### src/include/skew_drv_pkg.sv
// Contract
// - Choice low uses pair 0, high pair 1
// - Stop input high stops bank synchronously
// - Stop style low tri-states, high gates
// - Gated rest level opposite to edge polarity
// - Align to chosen edge, polarity defaults high
// - Power-down freezes logic, outputs stopped by style
// - Feedback complement rests opposite the true side
// - Lock indicator high only while loop locked
// - Three-level pin picks reference input mode
// - Three-level pin picks output standard (here its level is only reported in the status register, outputs unchanged)
// - Three pins per channel pick 18 functions
// - Five banks of two plus feedback pair
// - Feedback divider ratios one to twelve
// - Banks can divide by two or four
// - Range pin picks oscillator rate
// - Open three-level pin reads as mid
// - Function codes map to skew, invert, divide
// - Divider codes map to fixed ratio table
// - Time unit is sixteenth of oscillator period
package skew_drv_pkg;
   localparam int          BANKS        = 5;
   localparam int          CHANS        = BANKS + 1;
   localparam logic [1:0]  TL_LOW       = 2'h0;
   localparam logic [1:0]  TL_HIGH      = 2'h3;
   localparam logic [3:0]  ZERO_IDX     = 4'h0;
   localparam logic [3:0]  LAST_IDX     = 4'h8;
   localparam logic [3:0]  STEP_LOW     = 4'h1;
   localparam logic [3:0]  STEP_HIGH    = 4'h2;
   localparam logic [3:0]  CTRL_OFS     = 4'h0;
   localparam logic [3:0]  STATUS_OFS   = 4'h4;
   localparam logic [3:0]  CONFIG_OFS   = 4'h8;
   localparam logic [10:0] CTRL_RESET   = 11'h006;
   localparam logic [3:0]  FB_RATIO [9] = '{4'h2, 4'h3, 4'h4, 4'h5, 4'h1,
                                            4'h6, 4'h8, 4'hA, 4'hC};

   typedef enum logic [1:0] {LVL_LOW, LVL_MID, LVL_HIGH} level_e;
   typedef enum logic [1:0] {FN_SKEW, FN_INV, FN_DIV2, FN_DIV4} fn_mode_e;

   typedef struct packed {
      fn_mode_e   mode;
      logic [3:0] skew;
   } fn_s;

   typedef struct packed {
      logic [4:0] bank_stop_n;
      logic       vco_range_select;
      logic       loop_bypass;
      logic       stop_style_select;
      logic       edge_polarity_select;
      logic       power_down_n;
      logic       source_clock_choice;
   } ctrl_s;

   function automatic level_e tl_level(input logic [1:0] pin);
      case (pin)
         TL_LOW:  return LVL_LOW;
         TL_HIGH: return LVL_HIGH;
         default: return LVL_MID;
      endcase
   endfunction : tl_level

   function automatic logic [3:0] tl_index(input logic [3:0] pins);
      return 4'(3 * int'(tl_level(pins[3:2])) + int'(tl_level(pins[1:0])));
   endfunction : tl_index

   function automatic fn_s chan_fn(input logic [5:0] sel);
      fn_s        r;
      logic [3:0] idx;
      idx    = tl_index(sel[3:0]);
      r.mode = FN_SKEW;
      r.skew = LAST_IDX - idx;
      if (tl_level(sel[5:4]) == LVL_HIGH) begin
         r.skew = ZERO_IDX - idx;
         if (idx == ZERO_IDX) begin
            r.mode = FN_INV;
         end else if (idx == LAST_IDX) begin
            r.mode = FN_DIV4;
         end
      end else if (idx == ZERO_IDX) begin
         r.mode = FN_DIV2;
      end
      return r;
   endfunction : chan_fn
endpackage : skew_drv_pkg

### src/hdl/skew_clock_driver_control.sv
// The address map and register access over Avalon-MM are this design's own decisions.
`timescale 1ns/1ps
`default_nettype none
module skew_clock_driver_control #(
   parameter int LOCK_EDGES = 4
) (
   input  wire logic        REF_CLK_IN,
   input  wire logic        RST_N_IN,
   input  wire logic [3:0]  AVS_ADDRESS_IN,
   input  wire logic        AVS_READ_IN,
   input  wire logic        AVS_WRITE_IN,
   input  wire logic [31:0] AVS_WRITEDATA_IN,
   input  wire logic [3:0]  AVS_BYTEENABLE_IN,
   output logic      [31:0] AVS_READDATA_OUT,
   output logic             AVS_WAITREQUEST_OUT,
   input  wire logic [1:0]  REFERENCE_0_IN,
   input  wire logic [1:0]  REFERENCE_1_IN,
   input  wire logic        LOOP_RETURN_IN,
   input  wire logic [1:0]  INPUT_STANDARD_SELECT_IN,
   input  wire logic [1:0]  OUTPUT_STANDARD_SELECT_IN,
   input  wire logic [29:0] BANK_FUNCTION_SELECT_IN,
   input  wire logic [5:0]  FEEDBACK_FUNCTION_SELECT_IN,
   input  wire logic [3:0]  FEEDBACK_DIVIDER_SELECT_IN,
   output logic      [9:0]  BANK_CLOCK_OUT,
   output logic      [9:0]  BANK_CLOCK_OE_OUT,
   output logic             FEEDBACK_CLOCK_OUT,
   output logic             FEEDBACK_CLOCK_N_OUT,
   output logic             FEEDBACK_CLOCK_OE_OUT,
   output logic             LOCK_OUT
);
   // Bus slave: one wait cycle, then the answer
   skew_drv_pkg::ctrl_s ctrl_q, ctrl_d;
   logic                ack_q, ack_d;
   logic [31:0]         rdata_q, rdata_d;
   logic                req;

   // Loop model
   logic                ref_q, ref_d;
   logic                ret_q, ret_d;
   logic [3:0]          phase_q, phase_d;
   logic [3:0]          ret_cnt_q, ret_cnt_d;
   logic [3:0]          streak_q, streak_d;
   logic                lock_q, lock_d;

   // Channels: banks 0..4, feedback 5
   logic [5:0]          raw_q, raw_d;
   logic [5:0]          lvl_q, lvl_d;
   logic [5:0]          run_q, run_d;
   logic [1:0]          div_q [6];
   logic [1:0]          div_d [6];
   logic [5:0]          val_q, val_d;
   logic [5:0]          oe_q, oe_d;

   logic                sel_ref;
   logic                ref_edge;
   logic                ret_edge;
   logic                pd_n;
   logic                rest;
   logic [3:0]          ratio;
   logic [3:0]          ret_now;
   typedef logic [1:0]  level_chk_t;
   level_chk_t          unused_chk;


   assign req                 = AVS_READ_IN | AVS_WRITE_IN;
   assign AVS_WAITREQUEST_OUT = req & ~ack_q;
   assign AVS_READDATA_OUT    = rdata_q;

   always_comb begin
      ctrl_d  = ctrl_q;
      ack_d   = req & ~ack_q;
      rdata_d = rdata_q;
      if (req && !ack_q && AVS_READ_IN) begin
         case (AVS_ADDRESS_IN)
            skew_drv_pkg::CTRL_OFS:   rdata_d = {21'h000000, ctrl_q};
            skew_drv_pkg::STATUS_OFS: rdata_d = {27'h0000000,
                  skew_drv_pkg::tl_level(OUTPUT_STANDARD_SELECT_IN),
                  skew_drv_pkg::tl_level(INPUT_STANDARD_SELECT_IN),
                  lock_q};
            skew_drv_pkg::CONFIG_OFS: rdata_d = {18'h00000, run_q, 4'h0, ratio};
            default:                  rdata_d = 32'h00000000;
         endcase
      end
      if (AVS_WRITE_IN && ack_q && AVS_ADDRESS_IN == skew_drv_pkg::CTRL_OFS) begin
         if (AVS_BYTEENABLE_IN[0]) begin
            ctrl_d[7:0] = AVS_WRITEDATA_IN[7:0];
         end
         if (AVS_BYTEENABLE_IN[1]) begin
            ctrl_d[10:8] = AVS_WRITEDATA_IN[10:8];
         end
      end
   end

   always_ff @(posedge REF_CLK_IN) begin
      if (!RST_N_IN) begin
         ctrl_q  <= skew_drv_pkg::CTRL_RESET;
         ack_q   <= 1'b0;
         rdata_q <= 32'h00000000;
      end else begin
         ctrl_q  <= ctrl_d;
         ack_q   <= ack_d;
         rdata_q <= rdata_d;
      end
   end

   assign unused_chk = 2'h0;

   // Reference front end and phase detector
   always_comb begin
      logic [1:0] pair;
      logic       r;
      r    = 1'b0;
      pair = ctrl_q.source_clock_choice ? REFERENCE_1_IN : REFERENCE_0_IN;
      if (skew_drv_pkg::tl_level(INPUT_STANDARD_SELECT_IN) == skew_drv_pkg::LVL_LOW) begin
         r = pair[1] & ~pair[0];
      end else begin
         r = pair[1];
      end
      pd_n    = ctrl_q.power_down_n;
      sel_ref = r & pd_n;
      ratio   = skew_drv_pkg::FB_RATIO[skew_drv_pkg::tl_index(FEEDBACK_DIVIDER_SELECT_IN)];
      rest    = ~ctrl_q.edge_polarity_select;
      ref_d   = sel_ref;
      ret_d   = LOOP_RETURN_IN & pd_n;
      // Both edges chosen by the same polarity bit
      ref_edge = ctrl_q.edge_polarity_select ? (sel_ref & ~ref_q) : (~sel_ref & ref_q);
      ret_edge = ctrl_q.edge_polarity_select ? (ret_d & ~ret_q) : (~ret_d & ret_q);
      ret_now  = (ret_edge && ret_cnt_q != 4'hF) ? ret_cnt_q + 4'h1 : ret_cnt_q;
      phase_d   = phase_q + (ctrl_q.vco_range_select ? skew_drv_pkg::STEP_HIGH
                                                      : skew_drv_pkg::STEP_LOW);
      ret_cnt_d = ret_now;
      streak_d  = streak_q;
      if (ref_edge) begin
         phase_d   = 4'h0;
         ret_cnt_d = 4'h0;
         if (ret_now == ratio) begin
            streak_d = (streak_q == 4'(LOCK_EDGES)) ? streak_q : streak_q + 4'h1;
         end else begin
            streak_d = 4'h0;
         end
      end
      if (ctrl_q.loop_bypass || !pd_n) begin
         streak_d = 4'h0;
      end
      if (!pd_n) begin
         phase_d   = phase_q;
         ret_cnt_d = ret_cnt_q;
      end
      lock_d = (streak_d == 4'(LOCK_EDGES));
   end

   always_ff @(posedge REF_CLK_IN) begin
      if (!RST_N_IN) begin
         ref_q     <= 1'b0;
         ret_q     <= 1'b0;
         phase_q   <= 4'h0;
         ret_cnt_q <= 4'h0;
         streak_q  <= 4'h0;
         lock_q    <= 1'b0;
      end else begin
         ref_q     <= ref_d;
         ret_q     <= ret_d;
         phase_q   <= phase_d;
         ret_cnt_q <= ret_cnt_d;
         streak_q  <= streak_d;
         lock_q    <= lock_d;
      end
   end

   // Output channels
   always_comb begin
      skew_drv_pkg::fn_s fn;
      logic [3:0]        sh;
      logic              src;
      logic              stop;
      sh   = 4'h0;
      src  = 1'b0;
      stop = 1'b0;
      for (int i = 0; i < skew_drv_pkg::CHANS; i++) begin
         if (i < skew_drv_pkg::BANKS) begin
            fn   = skew_drv_pkg::chan_fn(BANK_FUNCTION_SELECT_IN[6*i +: 6]);
            stop = ctrl_q.bank_stop_n[i];
         end else begin
            fn   = skew_drv_pkg::chan_fn(FEEDBACK_FUNCTION_SELECT_IN);
            stop = 1'b0;
         end
         // Positive skew lags the aligned phase
         sh        = phase_d - fn.skew;
         raw_d[i]  = (fn.mode == skew_drv_pkg::FN_INV) ? sh[3] : ~sh[3];
         div_d[i]  = (raw_d[i] & ~raw_q[i]) ? div_q[i] + 2'h1 : div_q[i];
         case (fn.mode)
            skew_drv_pkg::FN_DIV2: src = div_d[i][0];
            skew_drv_pkg::FN_DIV4: src = div_d[i][1];
            default:               src = raw_d[i];
         endcase
         if (ctrl_q.loop_bypass) begin
            src = sel_ref;
         end
         lvl_d[i] = src;
         run_d[i] = run_q[i];
         // Only switch where the output enters its rest level: no runt pulse
         if (src != lvl_q[i] && src == rest) begin
            run_d[i] = ~stop;
         end
         if (!pd_n) begin
            raw_d[i] = raw_q[i];
            div_d[i] = div_q[i];
            lvl_d[i] = lvl_q[i];
            run_d[i] = run_q[i];
         end
         if (!pd_n || !run_d[i]) begin
            oe_d[i]  = ctrl_q.stop_style_select;
            val_d[i] = ctrl_q.stop_style_select & rest;
         end else begin
            oe_d[i]  = 1'b1;
            val_d[i] = src;
         end
      end
   end

   always_ff @(posedge REF_CLK_IN) begin
      if (!RST_N_IN) begin
         raw_q <= 6'h00;
         lvl_q <= 6'h00;
         run_q <= 6'h3F;
         val_q <= 6'h00;
         oe_q  <= 6'h00;
         for (int i = 0; i < skew_drv_pkg::CHANS; i++) begin
            div_q[i] <= 2'h0;
         end
      end else begin
         raw_q <= raw_d;
         lvl_q <= lvl_d;
         run_q <= run_d;
         val_q <= val_d;
         oe_q  <= oe_d;
         for (int i = 0; i < skew_drv_pkg::CHANS; i++) begin
            div_q[i] <= div_d[i];
         end
      end
   end

   always_comb begin
      for (int b = 0; b < skew_drv_pkg::BANKS; b++) begin
         BANK_CLOCK_OUT[2*b +: 2]    = {2{val_q[b]}};
         BANK_CLOCK_OE_OUT[2*b +: 2] = {2{oe_q[b]}};
      end
   end

   assign FEEDBACK_CLOCK_OUT    = val_q[skew_drv_pkg::BANKS];
   // Complement rests opposite when gated, low when tri-stated
   assign FEEDBACK_CLOCK_N_OUT  = oe_q[skew_drv_pkg::BANKS]
                                  & ~val_q[skew_drv_pkg::BANKS];
   assign FEEDBACK_CLOCK_OE_OUT = oe_q[skew_drv_pkg::BANKS];
   assign LOCK_OUT              = lock_q;
endmodule : skew_clock_driver_control
`default_nettype wire

### config.mk
export PLATFORM = sky130hd
export DESIGN_NAME = skew_clock_driver_control
export DESIGN_NICKNAME = d
export VERILOG_FILES = /design/src/include/skew_drv_pkg.sv /design/src/hdl/skew_clock_driver_control.sv
export SDC_FILE = /design/constraint.sdc
export NUM_CORES = 1
export LEC_CHECK = 0
export BUFFER_PORTS_ARGS = -buffer_cell sky130_fd_sc_hd__clkbuf_2
export CAP_MARGIN = 20
export CORE_ASPECT_RATIO = 0.8
export CORE_MARGIN = 3
export CORE_UTILIZATION = 45
export DETAILED_ROUTE_END_ITERATION = 6
export PLACE_DENSITY = 0.68
export SLEW_MARGIN = 20
export SYNTH_ARGS = -nofsm -noshare
export SYNTH_HDL_FRONTEND = slang
export SYNTH_SLANG_ARGS = --single-unit
export TNS_END_PERCENT = 100
### constraint.sdc
create_clock -name REF_CLK_IN -period 12.94 [get_ports REF_CLK_IN]
set_input_delay 0.647 -clock REF_CLK_IN [delete_from_list [all_inputs] [get_ports REF_CLK_IN]]
set_output_delay 0.647 -clock REF_CLK_IN [all_outputs]
set_load 0.1 [all_outputs]
==> PnR_summary.wiki, run 1 <==
{| class="wikitable"
! Metric !! Value
|-
| Crit path max fanout || 7
|-
| Filler Cell Count || 1,358
|-
| Average wire length per cell after detail routing || 13.37 um
|-
| Most frequent cell on the critical path || ha_1
|-
| Hold WS || 0.4569 ns
|-
| Number of sinks driven by the clock tree || 83
|-
| Antenna diode count || 0
|-
| Result of the run || completed
|-
| Worst path required time || 13.20 ns
|-
| Critical Path Slowest Stage Cell || a21oi_1
|-
| Final WS setup || 7.901 ns
|-
| Area after DPL || 0.007192 mm2
|-
| Final cell utilization of the core || 53.59%
|-
| Launching element type of the critical path || primary input
|-
| Final setup violation count || 0
|-
| Avg Vias per Cell || 5.308
|-
| Post-layout min period || 5.039 ns
|-
| Largest net degree at the start of global routing || 62
|-
| Non-filler cells, final || 1,097
|-
| Sw Ratio || 47.50%
|-
| Drt first-iter violations || 275
|-
| Area taken by multi-input logic gates || 0.004431 mm2
|-
| Worst setup slack for register-to-register paths || 8.13 ns
|-
| Share of total power in the clock network || 19.5%
|-
| Cell area after synthesis || 0.006614 mm2
|-
| Met2 track demand over resource || 28.74%
|-
| Critical path, cell by cell || clkbuf_2 -> inv_1 -> ha_1 -> nand2_1 -> a32oi_2 -> nor2_1 -> a21oi_1 -> nand3_1 -> o21ai_0 -> buf_4 -> ha_1 -> nor3_1 -> a211o_1 -> or4_4 -> a21boi_2 -> xnor2_1 -> nor4_2 -> o41a_2 -> mux2i_1 -> nand4_1 -> o211ai_1
|-
| Clock buffer depth || 2
|-
| Remaining routing DRC violations || 0
|-
| Clock-pin transition on the worst setup and hold timing paths || 0.06 ns
|-
| Hold violation count in the final report || 0
|-
| Number of placed instances with taps included || 1,082
|-
| Area of the die || 0.01620 mm2
|-
| Static leakage power || 3.593 nW
|-
| Kind of cell adding the most delay to the critical path || compound AO/OA/AOI/OAI gates
|-
| Overall global routing resource usage || 18.04%
|-
| TritonCTS Buffers || 9
|-
| Share of the clock period used by the worst path || 38.94%
|-
| Hold WC Path Type || reg -> reg
|-
| Peak supply drop || 244.4 uV
|-
| Met1 track demand over resource in global routing || 25.11%
|-
| Overall power of the completed layout || 1.308 mW
|-
| Transition at the pin with the smallest max-transition slack || 0.9268 ns
|-
| Total power per unit cell area || 174.6 mW/mm2
|-
| Wire length of the first global-routing pass || 24,360 um
|-
| Total of hold buffers inserted after clock tree synthesis || 0
|-
| Routability congestion estimate || 0.8225
|-
| Total buffers and inverters traversed by the critical path || 3
|-
| Post_cts resized || 0
|-
| Number of optimization iterations in the first detailed-route pass || 5
|-
| Sequential cell area || 0.001663 mm2
|-
| Initial Utilization || 47.31%
|-
| Setup repair after global routing missed its margin || false
|-
| Layer carrying the most global-route usage || met2
|-
| Maximum cell stage delay along the critical path || 0.58 ns
|-
| Share of layout cells above drive strength 1 || 16.68%
|-
| Port Buffer Count || 108
|-
| EDFF count, synth || 0
|-
| Worst setup slack before clock tree synthesis || 7.259 ns
|-
| Final Net Count || 1,082
|-
| MaxCap Viol Count || 0
|-
| H-tree level count || 3
|-
| Average footprint of a synthesized cell || 8.036 um2
|-
| GR met3 Demand/Resource || 3.883%
|-
| Normalized max-slew margin || 36.45%
|-
| Path type of the worst setup path || in -> reg
|-
| Flip-flop cell with the highest count after synthesis || dfxtp_1
|-
| Final Skew || 0.007285 ns
|-
| Yosys reg bits || 83
|-
| Type of element capturing the critical path || register
|-
| Final-report max-slew violation count || 0
|-
| Post-DP HPWL || 11,220 um
|-
| Cell chosen for the clock root || clkbuf_16
|-
| Num rows || 38
|-
| Seq/Total Area, Yosys || 25.12%
|-
| Number of warnings printed during yosys synthesis || 0
|-
| Area of the placeable core || 0.01398 mm2
|-
| Vias || 5,823
|-
| Insertion delay to the later sink of the worst-skew pair || 0.34 ns
|-
| Post-route cell area || 0.007491 mm2
|-
| Aggregate routed wire length || 14,670 um
|-
| Initial antenna violation count || 0
|-
| Crit path DAT || 5.30 ns
|-
| FMAX || 198.5 MHz
|-
| Number of setup buffers added after CTS || 0
|-
| Overflow left after global routing || 0
|-
| Power share of the sequential group || 26.5%
|-
| Detail Route Antenna Nets || 0
|-
| Horiz. Die Dim || 141.5 um
|-
| Combinational fraction of design power || 54.1%
|-
| CTS tree || built
|-
| Power Internal || 0.6865 mW
|-
| Async set-reset flop share out of synthesis || 0%
|-
| Area added between synthesis and finish || 13.26%
|-
| Number of global-route vias before repair || 5,267
|-
| Count of mapped cells out of synthesis || 823
|-
| Die span in y || 114.4 um
|-
| Switching power of the nets || 0.6210 mW
|-
| Summed negative setup slack over all endpoints || 0 ns
|-
| Count of cell types in the netlist || 75
|-
| Count of boundary I/O pins || 150
|}
[cells by family (layout without fill, tap and decap cells)]
| kind of cell | after synthesis | count (layout) | synth area share, % |
|---|---|---|---|
| compound gates | 175 | 175 | 18.22 |
| xor+xnor | 46 | 46 | 6.205 |
| fa+ha+maj | 76 | 76 | 15.29 |
| buf+inv | 129 | 206 | 8.948 |
| flops | 83 | 83 | 25.12 |
| mux | 40 | 40 | 6.111 |
| other cells | 1 | 18 | 0.05670 |
| simple gates | 273 | 273 | 20.05 |
[worst min-delay path, cell delays in order (launching register included)]
cell and delay (ns):
dfxtp_1 0.31, nand2_1 0.05, a21oi_1 0.05
[registers in the layout, summed over array words and instances (netlist names), 4 cells and up]
register	count
AVS_READDATA_OUT	14
div_q	12
ctrl_q	10
lvl_q	6
oe_q	6
raw_q	6
run_q	6
val_q	6
phase_q	4
ret_cnt_q	4
streak_q	4
[cell type report]
class	count	share of cell area [%]
timing repair buffer	115	7.917
tap	180	3.007
multi-input combinational	628	59.14
sequential	83	22.20
clock inverter	5	0.8685
clock buffer	10	3.057
inverter	76	3.808
[cells in the mapped netlist, types with 6 or more instances]
cell / n / area (um2)
nand4_1: 10 / 62.56
a21oi_1: 42 / 210.2
and3_1: 6 / 37.54
mux2i_1: 37 / 370.4
nand2b_1: 9 / 56.30
o21ai_0: 33 / 165.2
nor3_1: 18 / 90.09
and2_1: 9 / 56.30
ha_1: 68 / 850.8
a22oi_1: 8 / 60.06
nor2_1: 82 / 307.8
nand2_1: 77 / 289.0
fa_1: 8 / 160.2
a211oi_1: 11 / 82.58
dfxtp_1: 83 / 1662
a31oi_1: 11 / 68.82
o211ai_1: 7 / 52.55
xor2_1: 14 / 122.6
inv_1: 76 / 285.3
xnor2_1: 31 / 271.5
nor2b_1: 8 / 50.05
clkbuf_1: 21 / 78.83
buf_4: 28 / 210.2
nand3_1: 19 / 95.09
[layout by cell type (no fill, tap or decap), types with 8 or more instances in the layout]
master     instances
mux2i_1           37
ha_1              68
a31oi_1           11
xor2_1            14
nand2_1           77
clkbuf_16          9
dfxtp_1           82
inv_1             76
a211oi_1          11
conb_1            18
nand3_1           19
o21ai_0           33
clkbuf_2         108
fa_1               8
a22oi_1            8
nor2b_1            8
nand4_1           10
a21oi_1           42
nor3_1            18
and2_1             9
xnor2_1           31
nor2_1            82
nand2b_1           9
[metal layers]
metal	vias up	part of all wire, %
li1	3029	-
met1	2647	50
met2	134	44
met3	13	5.2
met4	0	1.0
met5	-	0
[power by group through the flow]
stage	combinational [mW]	clock [mW]	sequential (mW)
final	0.707	0.255	0.346
after global routing	0.782	0.272	0.352
after CTS	0.709	0.261	0.345
after detailed placement	0.706	0	0.351
after global placement	0.701	0	0.350
after floorplan	0.524	0	0.441
[path summary, 6_finish.rpt]
| path | start | end | depth (start not counted) |
|---|---|---|---|
| setup reg to reg | pd_n | oe_q[4] | 17 |
| setup / recovery | INPUT_STANDARD_SELECT_IN[0] | oe_q[4] | 21 |
| hold / removal | AVS_READDATA_OUT[5] | AVS_READDATA_OUT[5] | 2 |
| hold reg to reg | AVS_READDATA_OUT[5] | AVS_READDATA_OUT[5] | 2 |
No activity file was read; power rests on OpenSTA's default activity.
==> run 2, diff against run 1 <==
--- a/config.mk
+++ b/config.mk
@@ -5,13 +5,14 @@
 export SDC_FILE = /design/constraint.sdc
 export NUM_CORES = 1
 export LEC_CHECK = 0
+export ABC_AREA = 1
 export BUFFER_PORTS_ARGS = -buffer_cell sky130_fd_sc_hd__clkbuf_2
 export CAP_MARGIN = 20
 export CORE_ASPECT_RATIO = 0.8
 export CORE_MARGIN = 3
 export CORE_UTILIZATION = 45
 export DETAILED_ROUTE_END_ITERATION = 6
-export PLACE_DENSITY = 0.68
+export PLACE_DENSITY = 0.71
 export SLEW_MARGIN = 20
 export SYNTH_ARGS = -nofsm -noshare
 export SYNTH_HDL_FRONTEND = slang
==> constraint.sdc (replaced) <==
create_clock -name REF_CLK_IN -period 4.5 [get_ports REF_CLK_IN]
set_input_delay 0.225 -clock REF_CLK_IN [delete_from_list [all_inputs] [get_ports REF_CLK_IN]]
set_output_delay 0.225 -clock REF_CLK_IN [all_outputs]
set_load 0.1 [all_outputs]
==> run 2 against run 1 <==
Against the previous run:
- sequential share of layout area is 0.096 points lower
- critical endpoint unchanged
- cell count rose by 16%
- via count is 7.4% higher
- final area grew 0.43%
- register-to-register slack got worse by 7.5 ns
- core utilization is 1.3 points lower
- largest cell class unchanged
- clock power grew to 2.9 times the previous value
==> PnR_summary.wiki, run 2 <==
{| class="wikitable"
! Metric !! Value
|-
| Result of the run || completed (unchanged)
|-
| Drt first-iter violations || 465 (was 275)
|-
| Total of hold buffers inserted after clock tree synthesis || 0 (unchanged)
|-
| Type of element capturing the critical path || register (unchanged)
|-
| Overall global routing resource usage || 18.85% (was 18.04%)
|-
| Worst Hold Path Cells || 3 (was 2)
|-
| Yosys reg bits || 83 (unchanged)
|-
| Final-report max-slew violation count || 0 (unchanged)
|-
| Vias || 6,256 (was 5,823)
|-
| TritonCTS Buffers || 9 (unchanged)
|-
| Wire length of the first global-routing pass || 25,500 um (was 24,360 um)
|-
| Port Buffer Count || 108 (unchanged)
|-
| Final Skew || 0.007096 ns (was 0.007285 ns)
|-
| Cell area after synthesis || 0.006658 mm2 (was 0.006614 mm2)
|-
| Share of layout cells above drive strength 1 || 16.22% (was 16.68%)
|-
| Critical Path Slowest Stage Cell || inv_1 (was a21oi_1)
|-
| Total power per unit cell area || 520.3 mW/mm2 (was 174.6 mW/mm2)
|-
| Aggregate routed wire length || 14,920 um (was 14,670 um)
|-
| Cell chosen for the clock root || clkbuf_16 (unchanged)
|-
| Number of warnings printed during yosys synthesis || 0 (unchanged)
|-
| Num rows || 39 (was 38)
|-
| Post_cts resized || 0 (unchanged)
|-
| Final Net Count || 1,249 (was 1,082)
|-
| Share of the clock period used by the worst path || 85.16%
|-
| Most instantiated library cell after synthesis || nand2_1 (was dfxtp_1)
|-
| Horiz. Die Dim || 142.0 um (was 141.5 um)
|-
| Hold violation count in the final report || 0 (unchanged)
|-
| Overall power of the completed layout || 3.915 mW (was 1.308 mW)
|-
| Clock buffer depth || 2 (unchanged)
|-
| Crit path max fanout || 19 (was 7)
|-
| Hold path endpoint || ctrl_q[2] (was AVS_READDATA_OUT[5])
|-
| Average footprint of a synthesized cell || 6.732 um2 (was 8.036 um2)
|-
| Overflow left after global routing || 0 (unchanged)
|-
| Maximum cell stage delay along the critical path || 0.33 ns (was 0.58 ns)
|-
| Seq/Total Area, Yosys || 24.96% (was 25.12%)
|-
| Count of cell types in the netlist || 47 (was 75)
|-
| Final setup violation count || 0 (unchanged)
|-
| Worst path required time || 4.72 ns (was 13.20 ns)
|-
| Number of setup buffers added after CTS || 0 (unchanged)
|-
| CTS tree || built (unchanged)
|-
| Initial Utilization || 46.25% (was 47.31%)
|-
| Static leakage power || 4.212 nW (was 3.593 nW)
|-
| Final WS setup || 0.6680 ns (was 7.901 ns)
|-
| FF-to-FF End || oe_q[4] (unchanged)
|-
| Post-layout min period || 3.832 ns
|-
| Antenna diode count || 0 (unchanged)
|-
| Detail Route Antenna Nets || 0 (unchanged)
|-
| Insertion delay to the later sink of the worst-skew pair || 0.34 ns (about the same)
|-
| Hold path startpoint || AVS_WRITEDATA_IN[2] (was AVS_READDATA_OUT[5])
|-
| Initial antenna violation count || 0 (unchanged)
|-
| Area added between synthesis and finish || 13.01% (was 13.26%)
|-
| Transition at the pin with the smallest max-transition slack || 0.8101 ns (was 0.9268 ns)
|-
| Commonest non-fill, non-tap cells in the layout || nand2_1, inv_1, clkbuf_2 (was clkbuf_2, dfxtp_1, nor2_1)
|-
| Area taken by multi-input logic gates || 0.004138 mm2 (was 0.004431 mm2)
|-
| Filler Cell Count || 1,481 (was 1,358)
|-
| GR met3 Demand/Resource || 4.366% (was 3.883%)
|-
| Largest register FFs || 14 (unchanged)
|-
| Met1 track demand over resource in global routing || 26.15% (was 25.11%)
|-
| Area of the placeable core || 0.01440 mm2 (was 0.01398 mm2)
|-
| Largest net degree at the start of global routing || 39 (was 62)
|-
| Commonest cells in the netlist || nand2_1, inv_1, dfxtp_1 (was dfxtp_1, nor2_1, nand2_1)
|-
| FMAX || 261.0 MHz
|-
| Worst setup slack before clock tree synthesis || 0.6122 ns (was 7.259 ns)
|-
| Hold WC Path Type || in -> reg (was reg -> reg)
|-
| EDFF count, synth || 0 (unchanged)
|-
| FF-to-FF path depth || 28 (was 17)
|-
| Most frequent cell on the critical path || nand2_1 (was ha_1)
|-
| Average wire length per cell after detail routing || 11.76 um (was 13.37 um)
|-
| Routability congestion estimate || 0.8080 (was 0.8225)
|-
| Launching point of the worst reg2reg path || ctrl_q[2] (was pd_n)
|-
| Launching element type of the critical path || register (was primary input)
|-
| Die span in y || 114.8 um (was 114.4 um)
|-
| Count of boundary I/O pins || 150 (unchanged)
|-
| Peak supply drop || 331.8 uV (was 244.4 uV)
|-
| Setup repair after global routing missed its margin || false (unchanged)
|-
| Most area-hungry cell type in the Yosys netlist || dfxtp_1 (unchanged)
|-
| Async set-reset flop share out of synthesis || 0% (unchanged)
|-
| Avg Vias per Cell || 4.930 (was 5.308)
|-
| Worst setup slack for register-to-register paths || 0.67 ns (was 8.13 ns)
|-
| Path type of the worst setup path || reg -> reg (was in -> reg)
|-
| Most common cell after layout, fill and taps aside || nand2_1 (was clkbuf_2)
|-
| Area of the die || 0.01630 mm2 (was 0.01620 mm2)
|-
| Layer carrying the most global-route usage || met2 (unchanged)
|-
| Area fraction of the dominant cell type after synthesis || 24.96% (was 25.12%)
|-
| Number of sinks driven by the clock tree || 83 (unchanged)
|-
| Crit path DAT || 4.05 ns (was 5.30 ns)
|-
| Sequential cell area || 0.001663 mm2 (unchanged)
|-
| Post-DP HPWL || 11,450 um (was 11,220 um)
|-
| Number of optimization iterations in the first detailed-route pass || 5 (unchanged)
|-
| MaxCap Viol Count || 0 (unchanged)
|-
| Met2 track demand over resource || 30.37% (was 28.74%)
|-
| Summed negative setup slack over all endpoints || 0 ns (unchanged)
|-
| H-tree level count || 3 (unchanged)
|-
| Normalized max-slew margin || 45.86% (was 36.45%)
|-
| Top cells by area, synth || dfxtp_1, nand2_1, ha_1 (was dfxtp_1, ha_1, mux2i_1)
|-
| Flip-flop cell with the highest count after synthesis || dfxtp_1 (unchanged)
|-
| Clock-pin transition on the worst setup and hold timing paths || 0.06 ns (about the same)
|-
| Count of mapped cells out of synthesis || 989 (was 823)
|-
| Number of global-route vias before repair || 5,774 (was 5,267)
|-
| Remaining routing DRC violations || 0 (unchanged)
|}
run 2: kinds of logic after synthesis:
kind of cell / count (synthesis) / synth area share [%]
simple gates: 446 / 29.90
fa+ha+maj: 76 / 15.19
xor+xnor: 31 / 4.642
other cells: 1 / 0.05633
flops: 83 / 24.96
buf+inv: 213 / 13.85
compound gates: 139 / 11.41
run 2: how the worst max path moves through the flow:
stage	start	end	slack, ns	cells after the start
2_1_floorplan	BANK_FUNCTION_SELECT_IN[26]	oe_q[4]	1.20	24
3_3_place_gp	INPUT_STANDARD_SELECT_IN[0]	oe_q[4]	0.72	31
3_5_place_dp	INPUT_STANDARD_SELECT_IN[0]	oe_q[4]	0.61	31
4_1_cts	ctrl_q[2]	val_q[4]	0.71	29
5_1_grt	ctrl_q[2]	val_q[4]	0.03	29
6_report	ctrl_q[2]	oe_q[4]	0.67	28
run 2: cell type report:
cell class	count	share of cell area (%)
multi-input combinational	710	55.00
sequential	83	22.10
inverter	161	8.033
timing repair buffer	115	7.883
clock buffer	11	3.226
tap	184	3.060
clock inverter	5	0.6985
run 2: layer usage:
metal / routed length (um) / vias up
met5: 0 / -
met4: 137 / 0
met3: 679 / 14
met2: 6576 / 146
met1: 7526 / 2794
li1: - / 3302
run 2: stage by stage:
| step | cells | util, % | hold WS [ns] | area, um2 |
|---|---|---|---|---|
| after global routing | 1269 | 52.26 | 0.1272 | 7523 |
| after CTS | 1269 | 52.26 | 0.1152 | 7523 |
| final | 1269 | 52.26 | 0.1167 | 7523 |
| after floorplan | 1006 | - | 0.3514 | 6721 |
| after global placement | 1253 | 50.21 | 0.4594 | 7228 |
| after detailed placement | 1253 | 50.21 | 0.4583 | 7228 |
run 2: worst max-delay path: cells and delay by family (launching register included):
| kind | cells | cell delay (ns) |
|---|---|---|
| compound gates | 3 | 0.33 |
| buf+inv | 5 | 0.82 |
| flops | 1 | 0.32 |
| fa+ha+maj | 1 | 0.30 |
| simple gates | 19 | 1.91 |
run 2: power breakdown:
group	total, mW	switching [mW]	internal, mW
Combinational	2.21	1.63	0.588
Clock	0.731	0.289	0.442
Sequential	0.970	0.0929	0.877
